**config.mk**
```make
export PLATFORM = sky130hd
export DESIGN_NAME = drive_timing_param_store
export DESIGN_NICKNAME = d
export VERILOG_FILES = /design/src/rtl/drive_param_pkg.sv /design/src/rtl/ms_countdown.sv /design/src/rtl/supply_averager.sv /design/src/rtl/drive_timing_param_store.sv
export VERILOG_INCLUDE_DIRS = /design/src /design/src/rtl
export SDC_FILE = /design/constraint.sdc
export NUM_CORES = 2
export LEC_CHECK = 0
export ABC_CLOCK_PERIOD_IN_PS = 8850
export BUFFER_PORTS_ARGS = -buffer_cell sky130_fd_sc_hd__buf_2
export CAP_MARGIN = 20
export CORE_MARGIN = 2
export CORE_UTILIZATION = 55
export CTS_BUF_LIST = sky130_fd_sc_hd__clkbuf_2 sky130_fd_sc_hd__clkbuf_4 sky130_fd_sc_hd__clkbuf_8
export CTS_CLUSTER_DIAMETER = 200
export CTS_CLUSTER_SIZE = 20
export DETAILED_ROUTE_END_ITERATION = 10
export PLACE_DENSITY_LB_ADDON = 0.05
export RECOVER_POWER = 25
export SLEW_MARGIN = 25
export SYNTH_ARGS = -nofsm -noshare
export SYNTH_HDL_FRONTEND = slang
export SYNTH_SLANG_ARGS = --single-unit
```
**constraint.sdc**
```tcl
create_clock -name sys_clk -period 8.85 [get_ports sys_clk]
set_input_delay 0.4425 -clock sys_clk [delete_from_list [all_inputs] [get_ports sys_clk]]
set_output_delay 0.4425 -clock sys_clk [all_outputs]
set_load 0.02 [all_outputs]
```
**src/rtl/drive_param_consts.svh**
```systemverilog
`ifndef DRIVE_PARAM_CONSTS_SVH
`define DRIVE_PARAM_CONSTS_SVH

// time base
`define CLK_PERIOD_NS 8
`define MS_NS 1000000
`define CYCLES_PER_MS (`MS_NS / `CLK_PERIOD_NS)

// parameter numbers carried in the id word
`define PNUM_ABORT_TIME 11'h04A
`define PNUM_STARTUP_TORQUE 11'h04C
`define PNUM_END_HOLD 11'h04E
`define PNUM_REVERSAL_IDLE 11'h050
`define PNUM_BRAKE_HOLD 11'h054
`define PNUM_VOLT_AVERAGING 11'h056
`define PNUM_GP_FIRST 11'h058
`define PNUM_GP_LAST 11'h06A
`define PNUM_SUPPLY_THRESHOLD 11'h06C
`define PNUM_TEMP_LIMIT 11'h06E
`define PNUM_COMMAND 11'h071

// storage slots
`define SLOT_COUNT 18
`define SLOT_ABORT_TIME 5'h00
`define SLOT_STARTUP_TORQUE 5'h01
`define SLOT_END_HOLD 5'h02
`define SLOT_REVERSAL_IDLE 5'h03
`define SLOT_BRAKE_HOLD 5'h04
`define SLOT_VOLT_AVERAGING 5'h05
`define SLOT_GP_FIRST 5'h06
`define SLOT_GP_LAST 5'h0F
`define SLOT_SUPPLY_THRESHOLD 5'h10
`define SLOT_TEMP_LIMIT 5'h11
`define SLOT_NONE 5'h1F

// delivery values
`define RST_ABORT_TIME 32'h0000_00C8
`define RST_STARTUP_TORQUE 32'h0000_00C8
`define RST_END_HOLD 32'h0000_00C8
`define RST_REVERSAL_IDLE 32'h0000_000A
`define RST_BRAKE_HOLD 32'h0000_03E8
`define RST_VOLT_AVERAGING 32'h0000_0064
`define RST_GP 32'h0000_0000
`define RST_SUPPLY_THRESHOLD 32'h0000_00B9
`define RST_TEMP_LIMIT 32'h0000_0046

// permitted write ranges
`define MIN_ABORT_TIME 32'h0000_0032
`define MAX_ABORT_TIME 32'h0000_01F4
`define MIN_STARTUP_TORQUE 32'h0000_000A
`define MAX_STARTUP_TORQUE 32'h0000_03E8
`define MIN_END_HOLD 32'h0000_0000
`define MAX_END_HOLD 32'h0000_03E8
`define MIN_REVERSAL_IDLE 32'h0000_000A
`define MAX_REVERSAL_IDLE 32'h0000_2710
`define MIN_BRAKE_HOLD 32'h0000_0000
`define MAX_BRAKE_HOLD 32'h0000_0BB8
`define MIN_VOLT_AVERAGING 32'h0000_0064
`define MAX_VOLT_AVERAGING 32'h0000_03E8
`define MIN_SUPPLY_THRESHOLD 32'h0000_00B4
`define MAX_SUPPLY_THRESHOLD 32'h0000_00F0
`define MIN_TEMP_LIMIT 32'h0000_000A
`define MAX_TEMP_LIMIT 32'h0000_0046

// running supply floor, 0.1 V units
`define RUN_SUPPLY_FLOOR 16'h00AF

// id word layout and codes
`define ID_CODE_HI 15
`define ID_CODE_LO 12
`define ID_PNUM_HI 10
`define REQ_READ 4'h1
`define REQ_WRITE 4'h2
`define RESP_OK 4'h4
`define RESP_ERR 4'h7

// command values, 16 bit two's complement
`define CMD_FACTORY_SAVE 16'hFFFD
`define CMD_USER_RELOAD 16'hFFFE
`define CMD_FACTORY_NOSAVE 16'hFFFF
`define CMD_SAVE 16'h0001

// command status as read back
`define STAT_OK 16'h0000
`define STAT_BUSY 16'h0001
`define STAT_FAILED 16'h0002

`endif

```
**src/rtl/drive_param_pkg.sv**
```systemverilog
package drive_param_pkg;

  typedef enum logic [1:0] {
    CMD_IDLE = 2'b01,
    CMD_SAVING = 2'b10
  } cmd_state_type;

endpackage

```
**src/rtl/ms_countdown.sv**
```systemverilog
`timescale 1ns/1ps
`default_nettype none
`include "drive_param_consts.svh"

module ms_countdown #(
  parameter int CYCLES_PER_MS = `CYCLES_PER_MS
) (
  // clock and reset
  input wire logic sys_clk,
  input wire logic rstn,
  // control
  input wire logic start,
  input wire logic [15:0] period_ms,
  // status
  output logic active_q
);

  localparam int PW = $clog2(CYCLES_PER_MS + 1);
  localparam logic [PW-1:0] PRE_LAST = PW'(CYCLES_PER_MS - 1);

  logic [PW-1:0] pre_q, pre_d;
  logic [15:0] remain_q, remain_d;
  logic active_d;

  // a new start restarts the period, even mid-count
  always_comb begin
    pre_d = pre_q;
    remain_d = remain_q;
    active_d = active_q;
    if (start) begin
      pre_d = '0;
      remain_d = period_ms;
      active_d = (period_ms != 16'h0000);
    end else if (active_q) begin
      if (pre_q == PRE_LAST) begin
        pre_d = '0;
        remain_d = remain_q - 16'h0001;
        if (remain_q == 16'h0001) begin
          active_d = 1'b0;
        end
      end else begin
        pre_d = pre_q + PW'(1);
      end
    end
  end

  always_ff @(posedge sys_clk) begin
    if (!rstn) begin
      pre_q <= '0;
      remain_q <= 16'h0000;
      active_q <= 1'b0;
    end else begin
      pre_q <= pre_d;
      remain_q <= remain_d;
      active_q <= active_d;
    end
  end

endmodule
`default_nettype wire

```
**src/rtl/supply_averager.sv**
```systemverilog
`timescale 1ns/1ps
`default_nettype none
`include "drive_param_consts.svh"

module supply_averager #(
  parameter int CYCLES_PER_MS = `CYCLES_PER_MS
) (
  // clock and reset
  input wire logic sys_clk,
  input wire logic rstn,
  // measurement and threshold in 0.1 V units, window in ms
  input wire logic [15:0] supply_sample,
  input wire logic [15:0] window_ms,
  input wire logic [15:0] threshold,
  // results
  output logic above_threshold_q,
  output logic above_run_floor_q
);

  localparam int PW = $clog2(CYCLES_PER_MS + 1);
  localparam logic [PW-1:0] PRE_LAST = PW'(CYCLES_PER_MS - 1);

  logic [PW-1:0] pre_q, pre_d;
  logic [15:0] cnt_q, cnt_d;
  logic [31:0] sum_q, sum_d;
  logic above_threshold_d, above_run_floor_d;
  logic [31:0] total;

  // sums are compared against limit times window, which avoids a divider
  always_comb begin
    pre_d = pre_q;
    cnt_d = cnt_q;
    sum_d = sum_q;
    above_threshold_d = above_threshold_q;
    above_run_floor_d = above_run_floor_q;
    total = sum_q + {16'h0000, supply_sample};
    if (pre_q == PRE_LAST) begin
      pre_d = '0;
      if (cnt_q + 16'h0001 >= window_ms) begin
        above_threshold_d = total > (threshold * window_ms);
        above_run_floor_d = total > (`RUN_SUPPLY_FLOOR * window_ms);
        cnt_d = 16'h0000;
        sum_d = 32'h0000_0000;
      end else begin
        cnt_d = cnt_q + 16'h0001;
        sum_d = total;
      end
    end else begin
      pre_d = pre_q + PW'(1);
    end
  end

  always_ff @(posedge sys_clk) begin
    if (!rstn) begin
      pre_q <= '0;
      cnt_q <= 16'h0000;
      sum_q <= 32'h0000_0000;
      above_threshold_q <= 1'b0;
      above_run_floor_q <= 1'b0;
    end else begin
      pre_q <= pre_d;
      cnt_q <= cnt_d;
      sum_q <= sum_d;
      above_threshold_q <= above_threshold_d;
      above_run_floor_q <= above_run_floor_d;
    end
  end

endmodule
`default_nettype wire

```
**src/rtl/drive_timing_param_store.sv**
```systemverilog
`timescale 1ns/1ps
`default_nettype none
`include "drive_param_consts.svh"

module drive_timing_param_store #(
  parameter int CYCLES_PER_MS = `CYCLES_PER_MS
) (
  // clock and reset
  input wire logic sys_clk,
  input wire logic rstn,
  // parameter exchange, request side
  input wire logic param_if_enable,
  input wire logic param_req_valid,
  input wire logic [15:0] parameter_id_word,
  input wire logic [15:0] parameter_index_word,
  input wire logic [31:0] parameter_value_word,
  // parameter exchange, answer side
  output logic param_ack_q,
  output logic [15:0] ack_id_word_q,
  output logic [15:0] ack_index_word_q,
  output logic [31:0] ack_value_word_q,
  // drive state
  input wire logic standstill,
  input wire logic run_active,
  input wire logic run_start,
  input wire logic run_end,
  input wire logic dir_reverse,
  input wire logic [15:0] supply_sample,
  input wire logic [15:0] temperature_c,
  // drive controls
  output logic startup_torque_on_q,
  output logic end_hold_torque_on_q,
  output logic reversal_idle_on_q,
  output logic brake_released_q,
  output logic motor_power_present_q,
  output logic run_permit_q,
  output logic over_temp_q,
  output logic [15:0] abort_time_ms_q,
  // non-volatile store
  input wire logic nvm_boot_corrupt,
  input wire logic nvm_done,
  input wire logic nvm_fail,
  input wire logic [4:0] nvm_rd_slot,
  output logic nvm_save_req_q,
  output logic [31:0] nvm_rd_data_q,
  // network address control
  output logic addr_clear_q,
  output logic dynamic_addr_select_q
);

  function automatic logic [4:0] slot_of(input logic [10:0] pnum);
    logic [10:0] gp_off;
    gp_off = pnum - `PNUM_GP_FIRST;
    slot_of = `SLOT_NONE;
    if (pnum >= `PNUM_GP_FIRST && pnum <= `PNUM_GP_LAST && !pnum[0]) begin
      slot_of = `SLOT_GP_FIRST + gp_off[5:1];
    end else begin
      unique case (pnum)
        `PNUM_ABORT_TIME: slot_of = `SLOT_ABORT_TIME;
        `PNUM_STARTUP_TORQUE: slot_of = `SLOT_STARTUP_TORQUE;
        `PNUM_END_HOLD: slot_of = `SLOT_END_HOLD;
        `PNUM_REVERSAL_IDLE: slot_of = `SLOT_REVERSAL_IDLE;
        `PNUM_BRAKE_HOLD: slot_of = `SLOT_BRAKE_HOLD;
        `PNUM_VOLT_AVERAGING: slot_of = `SLOT_VOLT_AVERAGING;
        `PNUM_SUPPLY_THRESHOLD: slot_of = `SLOT_SUPPLY_THRESHOLD;
        `PNUM_TEMP_LIMIT: slot_of = `SLOT_TEMP_LIMIT;
        default: slot_of = `SLOT_NONE;
      endcase
    end
  endfunction

  function automatic logic [31:0] default_of(input logic [4:0] slot);
    unique case (slot)
      `SLOT_ABORT_TIME: default_of = `RST_ABORT_TIME;
      `SLOT_STARTUP_TORQUE: default_of = `RST_STARTUP_TORQUE;
      `SLOT_END_HOLD: default_of = `RST_END_HOLD;
      `SLOT_REVERSAL_IDLE: default_of = `RST_REVERSAL_IDLE;
      `SLOT_BRAKE_HOLD: default_of = `RST_BRAKE_HOLD;
      `SLOT_VOLT_AVERAGING: default_of = `RST_VOLT_AVERAGING;
      `SLOT_SUPPLY_THRESHOLD: default_of = `RST_SUPPLY_THRESHOLD;
      `SLOT_TEMP_LIMIT: default_of = `RST_TEMP_LIMIT;
      default: default_of = `RST_GP;
    endcase
  endfunction

  function automatic logic in_range(input logic [4:0] slot, input logic [31:0] v);
    unique case (slot)
      `SLOT_ABORT_TIME: in_range = v >= `MIN_ABORT_TIME && v <= `MAX_ABORT_TIME;
      `SLOT_STARTUP_TORQUE: in_range = v >= `MIN_STARTUP_TORQUE && v <= `MAX_STARTUP_TORQUE;
      `SLOT_END_HOLD: in_range = v >= `MIN_END_HOLD && v <= `MAX_END_HOLD;
      `SLOT_REVERSAL_IDLE: in_range = v >= `MIN_REVERSAL_IDLE && v <= `MAX_REVERSAL_IDLE;
      `SLOT_BRAKE_HOLD: in_range = v >= `MIN_BRAKE_HOLD && v <= `MAX_BRAKE_HOLD;
      `SLOT_VOLT_AVERAGING: in_range = v >= `MIN_VOLT_AVERAGING && v <= `MAX_VOLT_AVERAGING;
      `SLOT_SUPPLY_THRESHOLD: in_range = v >= `MIN_SUPPLY_THRESHOLD && v <= `MAX_SUPPLY_THRESHOLD;
      `SLOT_TEMP_LIMIT: in_range = v >= `MIN_TEMP_LIMIT && v <= `MAX_TEMP_LIMIT;
      default: in_range = 1'b1;
    endcase
  endfunction

  // live values and the image last saved by the user
  logic [31:0] param_q [`SLOT_COUNT];
  logic [31:0] param_d [`SLOT_COUNT];
  logic [31:0] saved_q [`SLOT_COUNT];
  logic [31:0] saved_d [`SLOT_COUNT];
  drive_param_pkg::cmd_state_type state_q, state_d;
  logic [15:0] status_q, status_d;
  logic boot_done_q, boot_done_d;
  logic ack_d, save_req_d, addr_clear_d, dynamic_sel_d;
  logic [15:0] ack_id_d, ack_index_d;
  logic [31:0] ack_value_d;
  logic [10:0] pnum;
  logic [3:0] req_code;
  logic [4:0] slot;
  logic resp_ok;
  logic [31:0] resp_val;

  always_comb begin
    param_d = param_q;
    saved_d = saved_q;
    state_d = state_q;
    status_d = status_q;
    boot_done_d = 1'b1;
    ack_d = 1'b0;
    ack_id_d = ack_id_word_q;
    ack_index_d = ack_index_word_q;
    ack_value_d = ack_value_word_q;
    save_req_d = 1'b0;
    addr_clear_d = 1'b0;
    dynamic_sel_d = 1'b0;
    pnum = parameter_id_word[`ID_PNUM_HI:0];
    req_code = parameter_id_word[`ID_CODE_HI:`ID_CODE_LO];
    slot = slot_of(pnum);
    resp_ok = 1'b0;
    resp_val = 32'h0000_0000;
    // boot integrity is caught on the first clock after reset release
    if (!boot_done_q) begin
      status_d = nvm_boot_corrupt ? `STAT_BUSY : `STAT_OK;
    end
    if (state_q == drive_param_pkg::CMD_SAVING) begin
      if (nvm_fail) begin
        status_d = `STAT_FAILED;
        state_d = drive_param_pkg::CMD_IDLE;
      end else if (nvm_done) begin
        status_d = `STAT_OK;
        state_d = drive_param_pkg::CMD_IDLE;
      end
    end
    // short exchange carries no parameter words at all
    if (param_if_enable && param_req_valid) begin
      ack_d = 1'b1;
      if (req_code == `REQ_READ) begin
        if (pnum == `PNUM_COMMAND) begin
          resp_ok = 1'b1;
          resp_val = {16'h0000, status_q};
        end else if (slot != `SLOT_NONE) begin
          resp_ok = 1'b1;
          resp_val = param_q[slot];
        end
      end else if (req_code == `REQ_WRITE) begin
        if (pnum == `PNUM_COMMAND) begin
          // a second command during a save would race the store
          if (standstill && state_q == drive_param_pkg::CMD_IDLE) begin
            resp_val = parameter_value_word;
            resp_ok = 1'b1;
            unique case (parameter_value_word[15:0])
              `CMD_FACTORY_SAVE: begin
                for (int i = 0; i < `SLOT_COUNT; i++) begin
                  param_d[i] = default_of(5'(i));
                  saved_d[i] = default_of(5'(i));
                end
                addr_clear_d = 1'b1;
                dynamic_sel_d = 1'b1;
                save_req_d = 1'b1;
                status_d = `STAT_BUSY;
                state_d = drive_param_pkg::CMD_SAVING;
              end
              `CMD_USER_RELOAD: begin
                for (int i = 0; i < `SLOT_COUNT; i++) begin
                  param_d[i] = saved_q[i];
                end
              end
              `CMD_FACTORY_NOSAVE: begin
                for (int i = 0; i < `SLOT_COUNT; i++) begin
                  param_d[i] = default_of(5'(i));
                end
              end
              `CMD_SAVE: begin
                for (int i = 0; i < `SLOT_COUNT; i++) begin
                  saved_d[i] = param_q[i];
                end
                save_req_d = 1'b1;
                status_d = `STAT_BUSY;
                state_d = drive_param_pkg::CMD_SAVING;
              end
              default: resp_ok = 1'b0;
            endcase
          end
        end else if (slot != `SLOT_NONE && in_range(slot, parameter_value_word)) begin
          resp_ok = 1'b1;
          resp_val = parameter_value_word;
          param_d[slot] = parameter_value_word;
        end
      end
      ack_id_d = {(resp_ok ? `RESP_OK : `RESP_ERR), 1'b0, pnum};
      ack_index_d = parameter_index_word;
      ack_value_d = resp_ok ? resp_val : param_q[slot];
      if (!resp_ok && slot == `SLOT_NONE) begin
        ack_value_d = 32'h0000_0000;
      end
    end
  end

  always_ff @(posedge sys_clk) begin
    if (!rstn) begin
      for (int i = 0; i < `SLOT_COUNT; i++) begin
        param_q[i] <= default_of(5'(i));
        saved_q[i] <= default_of(5'(i));
      end
      state_q <= drive_param_pkg::CMD_IDLE;
      status_q <= `STAT_OK;
      boot_done_q <= 1'b0;
      param_ack_q <= 1'b0;
      ack_id_word_q <= 16'h0000;
      ack_index_word_q <= 16'h0000;
      ack_value_word_q <= 32'h0000_0000;
      nvm_save_req_q <= 1'b0;
      addr_clear_q <= 1'b0;
      dynamic_addr_select_q <= 1'b0;
    end else begin
      param_q <= param_d;
      saved_q <= saved_d;
      state_q <= state_d;
      status_q <= status_d;
      boot_done_q <= boot_done_d;
      param_ack_q <= ack_d;
      ack_id_word_q <= ack_id_d;
      ack_index_word_q <= ack_index_d;
      ack_value_word_q <= ack_value_d;
      nvm_save_req_q <= save_req_d;
      addr_clear_q <= addr_clear_d;
      dynamic_addr_select_q <= dynamic_sel_d;
    end
  end

  // phase timers
  logic brake_timer_on;
  logic supply_above_thr, supply_above_floor;

  ms_countdown #(.CYCLES_PER_MS(CYCLES_PER_MS)) startup_timer (
    .sys_clk(sys_clk),
    .rstn(rstn),
    .start(run_start),
    .period_ms(param_q[`SLOT_STARTUP_TORQUE][15:0]),
    .active_q(startup_torque_on_q)
  );

  ms_countdown #(.CYCLES_PER_MS(CYCLES_PER_MS)) end_hold_timer (
    .sys_clk(sys_clk),
    .rstn(rstn),
    .start(run_end),
    .period_ms(param_q[`SLOT_END_HOLD][15:0]),
    .active_q(end_hold_torque_on_q)
  );

  ms_countdown #(.CYCLES_PER_MS(CYCLES_PER_MS)) reversal_timer (
    .sys_clk(sys_clk),
    .rstn(rstn),
    .start(dir_reverse),
    .period_ms(param_q[`SLOT_REVERSAL_IDLE][15:0]),
    .active_q(reversal_idle_on_q)
  );

  ms_countdown #(.CYCLES_PER_MS(CYCLES_PER_MS)) brake_timer (
    .sys_clk(sys_clk),
    .rstn(rstn),
    .start(run_end),
    .period_ms(param_q[`SLOT_BRAKE_HOLD][15:0]),
    .active_q(brake_timer_on)
  );

  supply_averager #(.CYCLES_PER_MS(CYCLES_PER_MS)) averager (
    .sys_clk(sys_clk),
    .rstn(rstn),
    .supply_sample(supply_sample),
    .window_ms(param_q[`SLOT_VOLT_AVERAGING][15:0]),
    .threshold(param_q[`SLOT_SUPPLY_THRESHOLD][15:0]),
    .above_threshold_q(supply_above_thr),
    .above_run_floor_q(supply_above_floor)
  );

  logic brake_d, power_d, permit_d, over_temp_d;
  logic [31:0] nvm_rd_d;

  always_comb begin
    // run_end covers the edge before the hold timer is up, no brake blip
    brake_d = run_active || run_end || brake_timer_on;
    power_d = supply_above_thr;
    // once running, the lower floor keeps the run alive
    permit_d = run_active ? supply_above_floor : supply_above_thr;
    over_temp_d = temperature_c > param_q[`SLOT_TEMP_LIMIT][15:0];
    nvm_rd_d = 32'h0000_0000;
    if (nvm_rd_slot < 5'(`SLOT_COUNT)) begin
      nvm_rd_d = saved_q[nvm_rd_slot];
    end
  end

  always_ff @(posedge sys_clk) begin
    if (!rstn) begin
      brake_released_q <= 1'b0;
      motor_power_present_q <= 1'b0;
      run_permit_q <= 1'b0;
      over_temp_q <= 1'b0;
      abort_time_ms_q <= 16'h00C8;
      nvm_rd_data_q <= 32'h0000_0000;
    end else begin
      brake_released_q <= brake_d;
      motor_power_present_q <= power_d;
      run_permit_q <= permit_d;
      over_temp_q <= over_temp_d;
      abort_time_ms_q <= param_q[`SLOT_ABORT_TIME][15:0];
      nvm_rd_data_q <= nvm_rd_d;
    end
  end

endmodule
`default_nettype wire

```
==> out/results.tsv <==
stage	metric	value	unit
timing	total negative setup slack	0	ps
timing	RSZ-0062 raised after global routing	no	
clock_tree	post-cts resize count	0	
synthesis	Seq/Total Area, Yosys	0.369	
placed_design	Final Wtd Congestion	0.947	
final_layout	Area Growth Syn to Fin	4.59	%
die	floorplan die width	387	um
critical_path	r2r startpoint	param_q[39]$_SDFFE_PN1P_	
placed_design	DP Wirelength	192000	um
hold_path	worst hold stages	4	
final_layout	share of layout cells above drive strength 1	0.0699	
die	die span in y	387	um
pwr	Lkg Pwr	32.2	nW
final_layout	Nets	9440	
global_routing	vias in the first global route	70100	
run_status	status	complete, but fails checks	
final_layout	Fillers	13200	
drt	post-route ant nets	0	
final_layout	area occupied by multi-input gates	46100	um2
synthesis	synth unique cells	88	
critical_path	crit path DAT	9410	ps
die	Initial Utilization	0.554	
placed_design	# placed instances	10600	
die	Core ar.	146000	um2
run	MaxCap Viol Count	10	
global_routing	initial antenna violation count	27	
critical_path	Setup crit end kind	flop	
clock_tree	clock latency on the worst-skew pair	920	ps
clock_tree	Num CTS Buffers	84	
timing	Final Critical Period	8660	ps
drt	total number of vias	74100	
clock_tree	CTS H-Tree Depth	3	
global_routing	grt total ovfl	0	
die	Core Rows	140	
timing	Max Clk Rate	115	MHz
critical_path	Worst Setup Path Type	input pin to flop	
pwr	Power per Cell Area	125	nW/um2
synthesis	Post-synth ARST share	0	
hold_path	end of the worst hold path	averager.sum_q[0]$_SDFFE_PN0P_	
synthesis	Post-synth EDFFs	0	
clock_tree	TritonCTS Sinks	1490	
critical_path	cell chain of the critical path	dlygate4sd3_1 > clkbuf_1 > clkinvlp_2 > clkbuf_1 > buf_6 > clkbuf_4 > a211oi_1	
critical_path	cell family contributing the most delay on the critical path	buffers and inverters	
critical_path	most frequent CP cell	clkbuf_1	
synthesis	Mean Syn Cell Area	8.89	um2
final_layout	Reg area	29800	um2
pwr	Max VDD drop	0.145	mV
final_layout	most common cell after layout, fill and taps aside	dfxtp_1	
critical_path	CP max FO	182	
drt	WL/cell	28.6	um
final_layout	finished layout cell area	84500	um2
timing	count of final max-slew check failures	784	
final_layout	Final Non-Filler Cells	10700	
timing	final worst-path cycle share	0.979	
drt	vias per cell	6.91	
critical_path	Worst path slowest cell	clkinvlp_2	
timing	WHS	71.4	ps
placed_design	Placed Area	82900	um2
critical_path	Critical Path Source Type	input pin	
critical_path	max incr delay on CP	3500	ps
clock_tree	CTS tree	built	
die	I/O pin count	236	
die	Die ar.	150000	um2
synthesis	top_reg_cell synth	dfxtp_1	
timing	Rel. slew slack	-1.45	
hold_path	min-delay src	supply_sample[0]	
critical_path	Reg2Reg Depth	29	
drt	violation count after the first detailed-route iteration	9956	
clock_tree	Clock Tree Root	clkbuf_8	
hold_path	HP Class	input pin to flop	
synthesis	Syn. warnings	0	
clock_tree	CTS max path bufs	3	
clock_tree	Clk pin slew, worst setup/hold paths	140	ps
critical_path	worst r2r dst	averager.above_threshold_q$_SDFFE_PN0P_	
clock_tree	hold buffers post-CTS	53	
pwr	Power Total	10.5	mW
final_layout	commonest non-fill, non-tap cells in the layout	1490 x dfxtp_1, 951 x nor2_1, 816 x nand2_1, 483 x inv_1, 403 x a221oi_1	
drt	DR DRC count	0	
placed_design	# port buffers	232	
global_routing	first-pass GRT wire length	453000	um
critical_path	Buf/Inv on CP	6	
clock_tree	post-CTS setup buffer count	0	
synthesis	Synth Instances	9086	
timing	final hold vios	0	
critical_path	worst reg-to-reg setup slack	700	ps
timing	Worst Tran Pin Value	3670	ps
drt	drt pass-1 iters	7	
global_routing	pin count of the biggest net entering global routing	184	
drt	Routed Wire Length	307000	um
global_routing	GRT Total Usage	0.392	
timing	final count of negative-setup-slack endpoints	0	
synthesis	Synth Register Bits	1490	
timing	Clock Skews	87.2	ps
run_status	failing checks	capacitance limit, slew limit	
synthesis	Mapped Area	80800	um2
critical_path	Req. time, crit path	9600	ps
registers in the layout (all words and copies together), names as in the netlist, 17 cells and up:
| signal | flops |
|---|---|
| averager.pre_q | 17 |
| startup_timer.pre_q | 17 |
| param_q | 576 |
| averager.sum_q | 32 |
| brake_timer.pre_q | 17 |
| end_hold_timer.pre_q | 17 |
| reversal_timer.pre_q | 17 |
| ack_value_word_q | 32 |
| saved_q | 576 |
| nvm_rd_data_q | 32 |
through the flow:
stage / utilization / setup WS [ps]
finish: 0.580 / 187
global route: 0.580 / 13.2
CTS: 0.581 / 670
detailed placement: 0.569 / 690
global placement: 0.569 / 739
floorplan: - / 1360
per-layer routing:
metal,global-route usage,up-vias,part of all wire
li1,-,32100,-
met1,0.519,36200,0.39
met2,0.586,4737,0.43
met3,0.0894,1025,0.12
met4,0.234,20,0.068
met5,0,-,0.00049
tightest hold or removal path: stages:
cell     delay, ps
buf_2           80
ha_1           110
inv_1          110
o21ai_0        160
synthesized netlist by cell type (18+ instances only):
cell type / instances / share of area
o31ai_1: 18 / 0.0017
buf_2: 65 / 0.0040
o21ai_0: 132 / 0.0082
dfxtp_1: 1490 / 0.37
a31oi_1: 96 / 0.0074
o22ai_1: 58 / 0.0045
nand4_1: 37 / 0.0029
a21o_1: 47 / 0.0044
a22oi_1: 330 / 0.031
xor2_1: 112 / 0.012
o22a_1: 18 / 0.0020
nor2b_1: 33 / 0.0026
buf_1: 59 / 0.0027
o211ai_1: 64 / 0.0059
fa_1: 248 / 0.061
a211oi_1: 266 / 0.025
a211oi_2: 28 / 0.0043
nor4_1: 41 / 0.0032
nand2_1: 821 / 0.038
and2_1: 188 / 0.015
a21oi_1: 308 / 0.019
a22o_1: 397 / 0.043
nor3_1: 357 / 0.022
a311oi_1: 28 / 0.0030
mux4_2: 124 / 0.035
nand2b_1: 34 / 0.0026
a221oi_1: 403 / 0.044
clkbuf_1: 720 / 0.033
or3_1: 61 / 0.0047
and3_1: 131 / 0.010
ha_1: 298 / 0.046
mux2i_1: 97 / 0.012
xnor2_1: 102 / 0.011
inv_1: 483 / 0.022
o311a_1: 20 / 0.0025
o211a_1: 42 / 0.0052
nor2_1: 972 / 0.045
a221o_1: 41 / 0.0051
nand3_1: 116 / 0.0072
where the power goes:
group / internal (mW) / switching (mW) / leakage, nW
sequential: 6.73 / 0.0180 / 12.0
combinational: 0.159 / 0.476 / 19.6
clock: 0.895 / 2.26 / 0.640
cell type report:
| type | instances | share of cell area |
|---|---|---|
| multi-input cells | 6256 | 0.546 |
| well taps | 1917 | 0.0284 |
| diodes | 10 | 0.000296 |
| inverters | 486 | 0.0216 |
| repair buffers | 463 | 0.0359 |
| flip-flops and latches | 1490 | 0.353 |
| clock buffers | 87 | 0.0141 |
| clock inverters | 5 | 0.000548 |
cells by family (layout without fill, tap and decap cells):
logic type	after synthesis	after routing	share of synthesized area
AND/OR/NAND/NOR	2878	2878	0.163
AO/OA/AOI/OAI	2394	2394	0.226
flip-flops	1490	1490	0.369
buffers and inverters	1341	1041	0.0639
adder cells (fa/ha/maj)	546	546	0.108
multiplexers	222	222	0.0467
XOR/XNOR	214	214	0.0232
other	1	12	0.0000464
worst max path at each step:
stage	start	to	slack, ps	depth (start not counted)
after global routing	param_q[39]$_SDFFE_PN1P_	averager.above_threshold_q$_SDFFE_PN0P_	10	31
final	rstn	param_q[64]$_SDFFE_PN0P_	190	7
after floorplan	param_q[393]$_SDFFE_PN0P_	averager.above_threshold_q$_SDFFE_PN0P_	1360	32
after global placement	param_q[39]$_SDFFE_PN1P_	averager.above_threshold_q$_SDFFE_PN0P_	740	31
after detailed placement	param_q[39]$_SDFFE_PN1P_	averager.above_threshold_q$_SDFFE_PN0P_	690	31
after CTS	param_q[39]$_SDFFE_PN1P_	averager.above_threshold_q$_SDFFE_PN0P_	670	31
No activity file was read; power rests on OpenSTA's default activity.
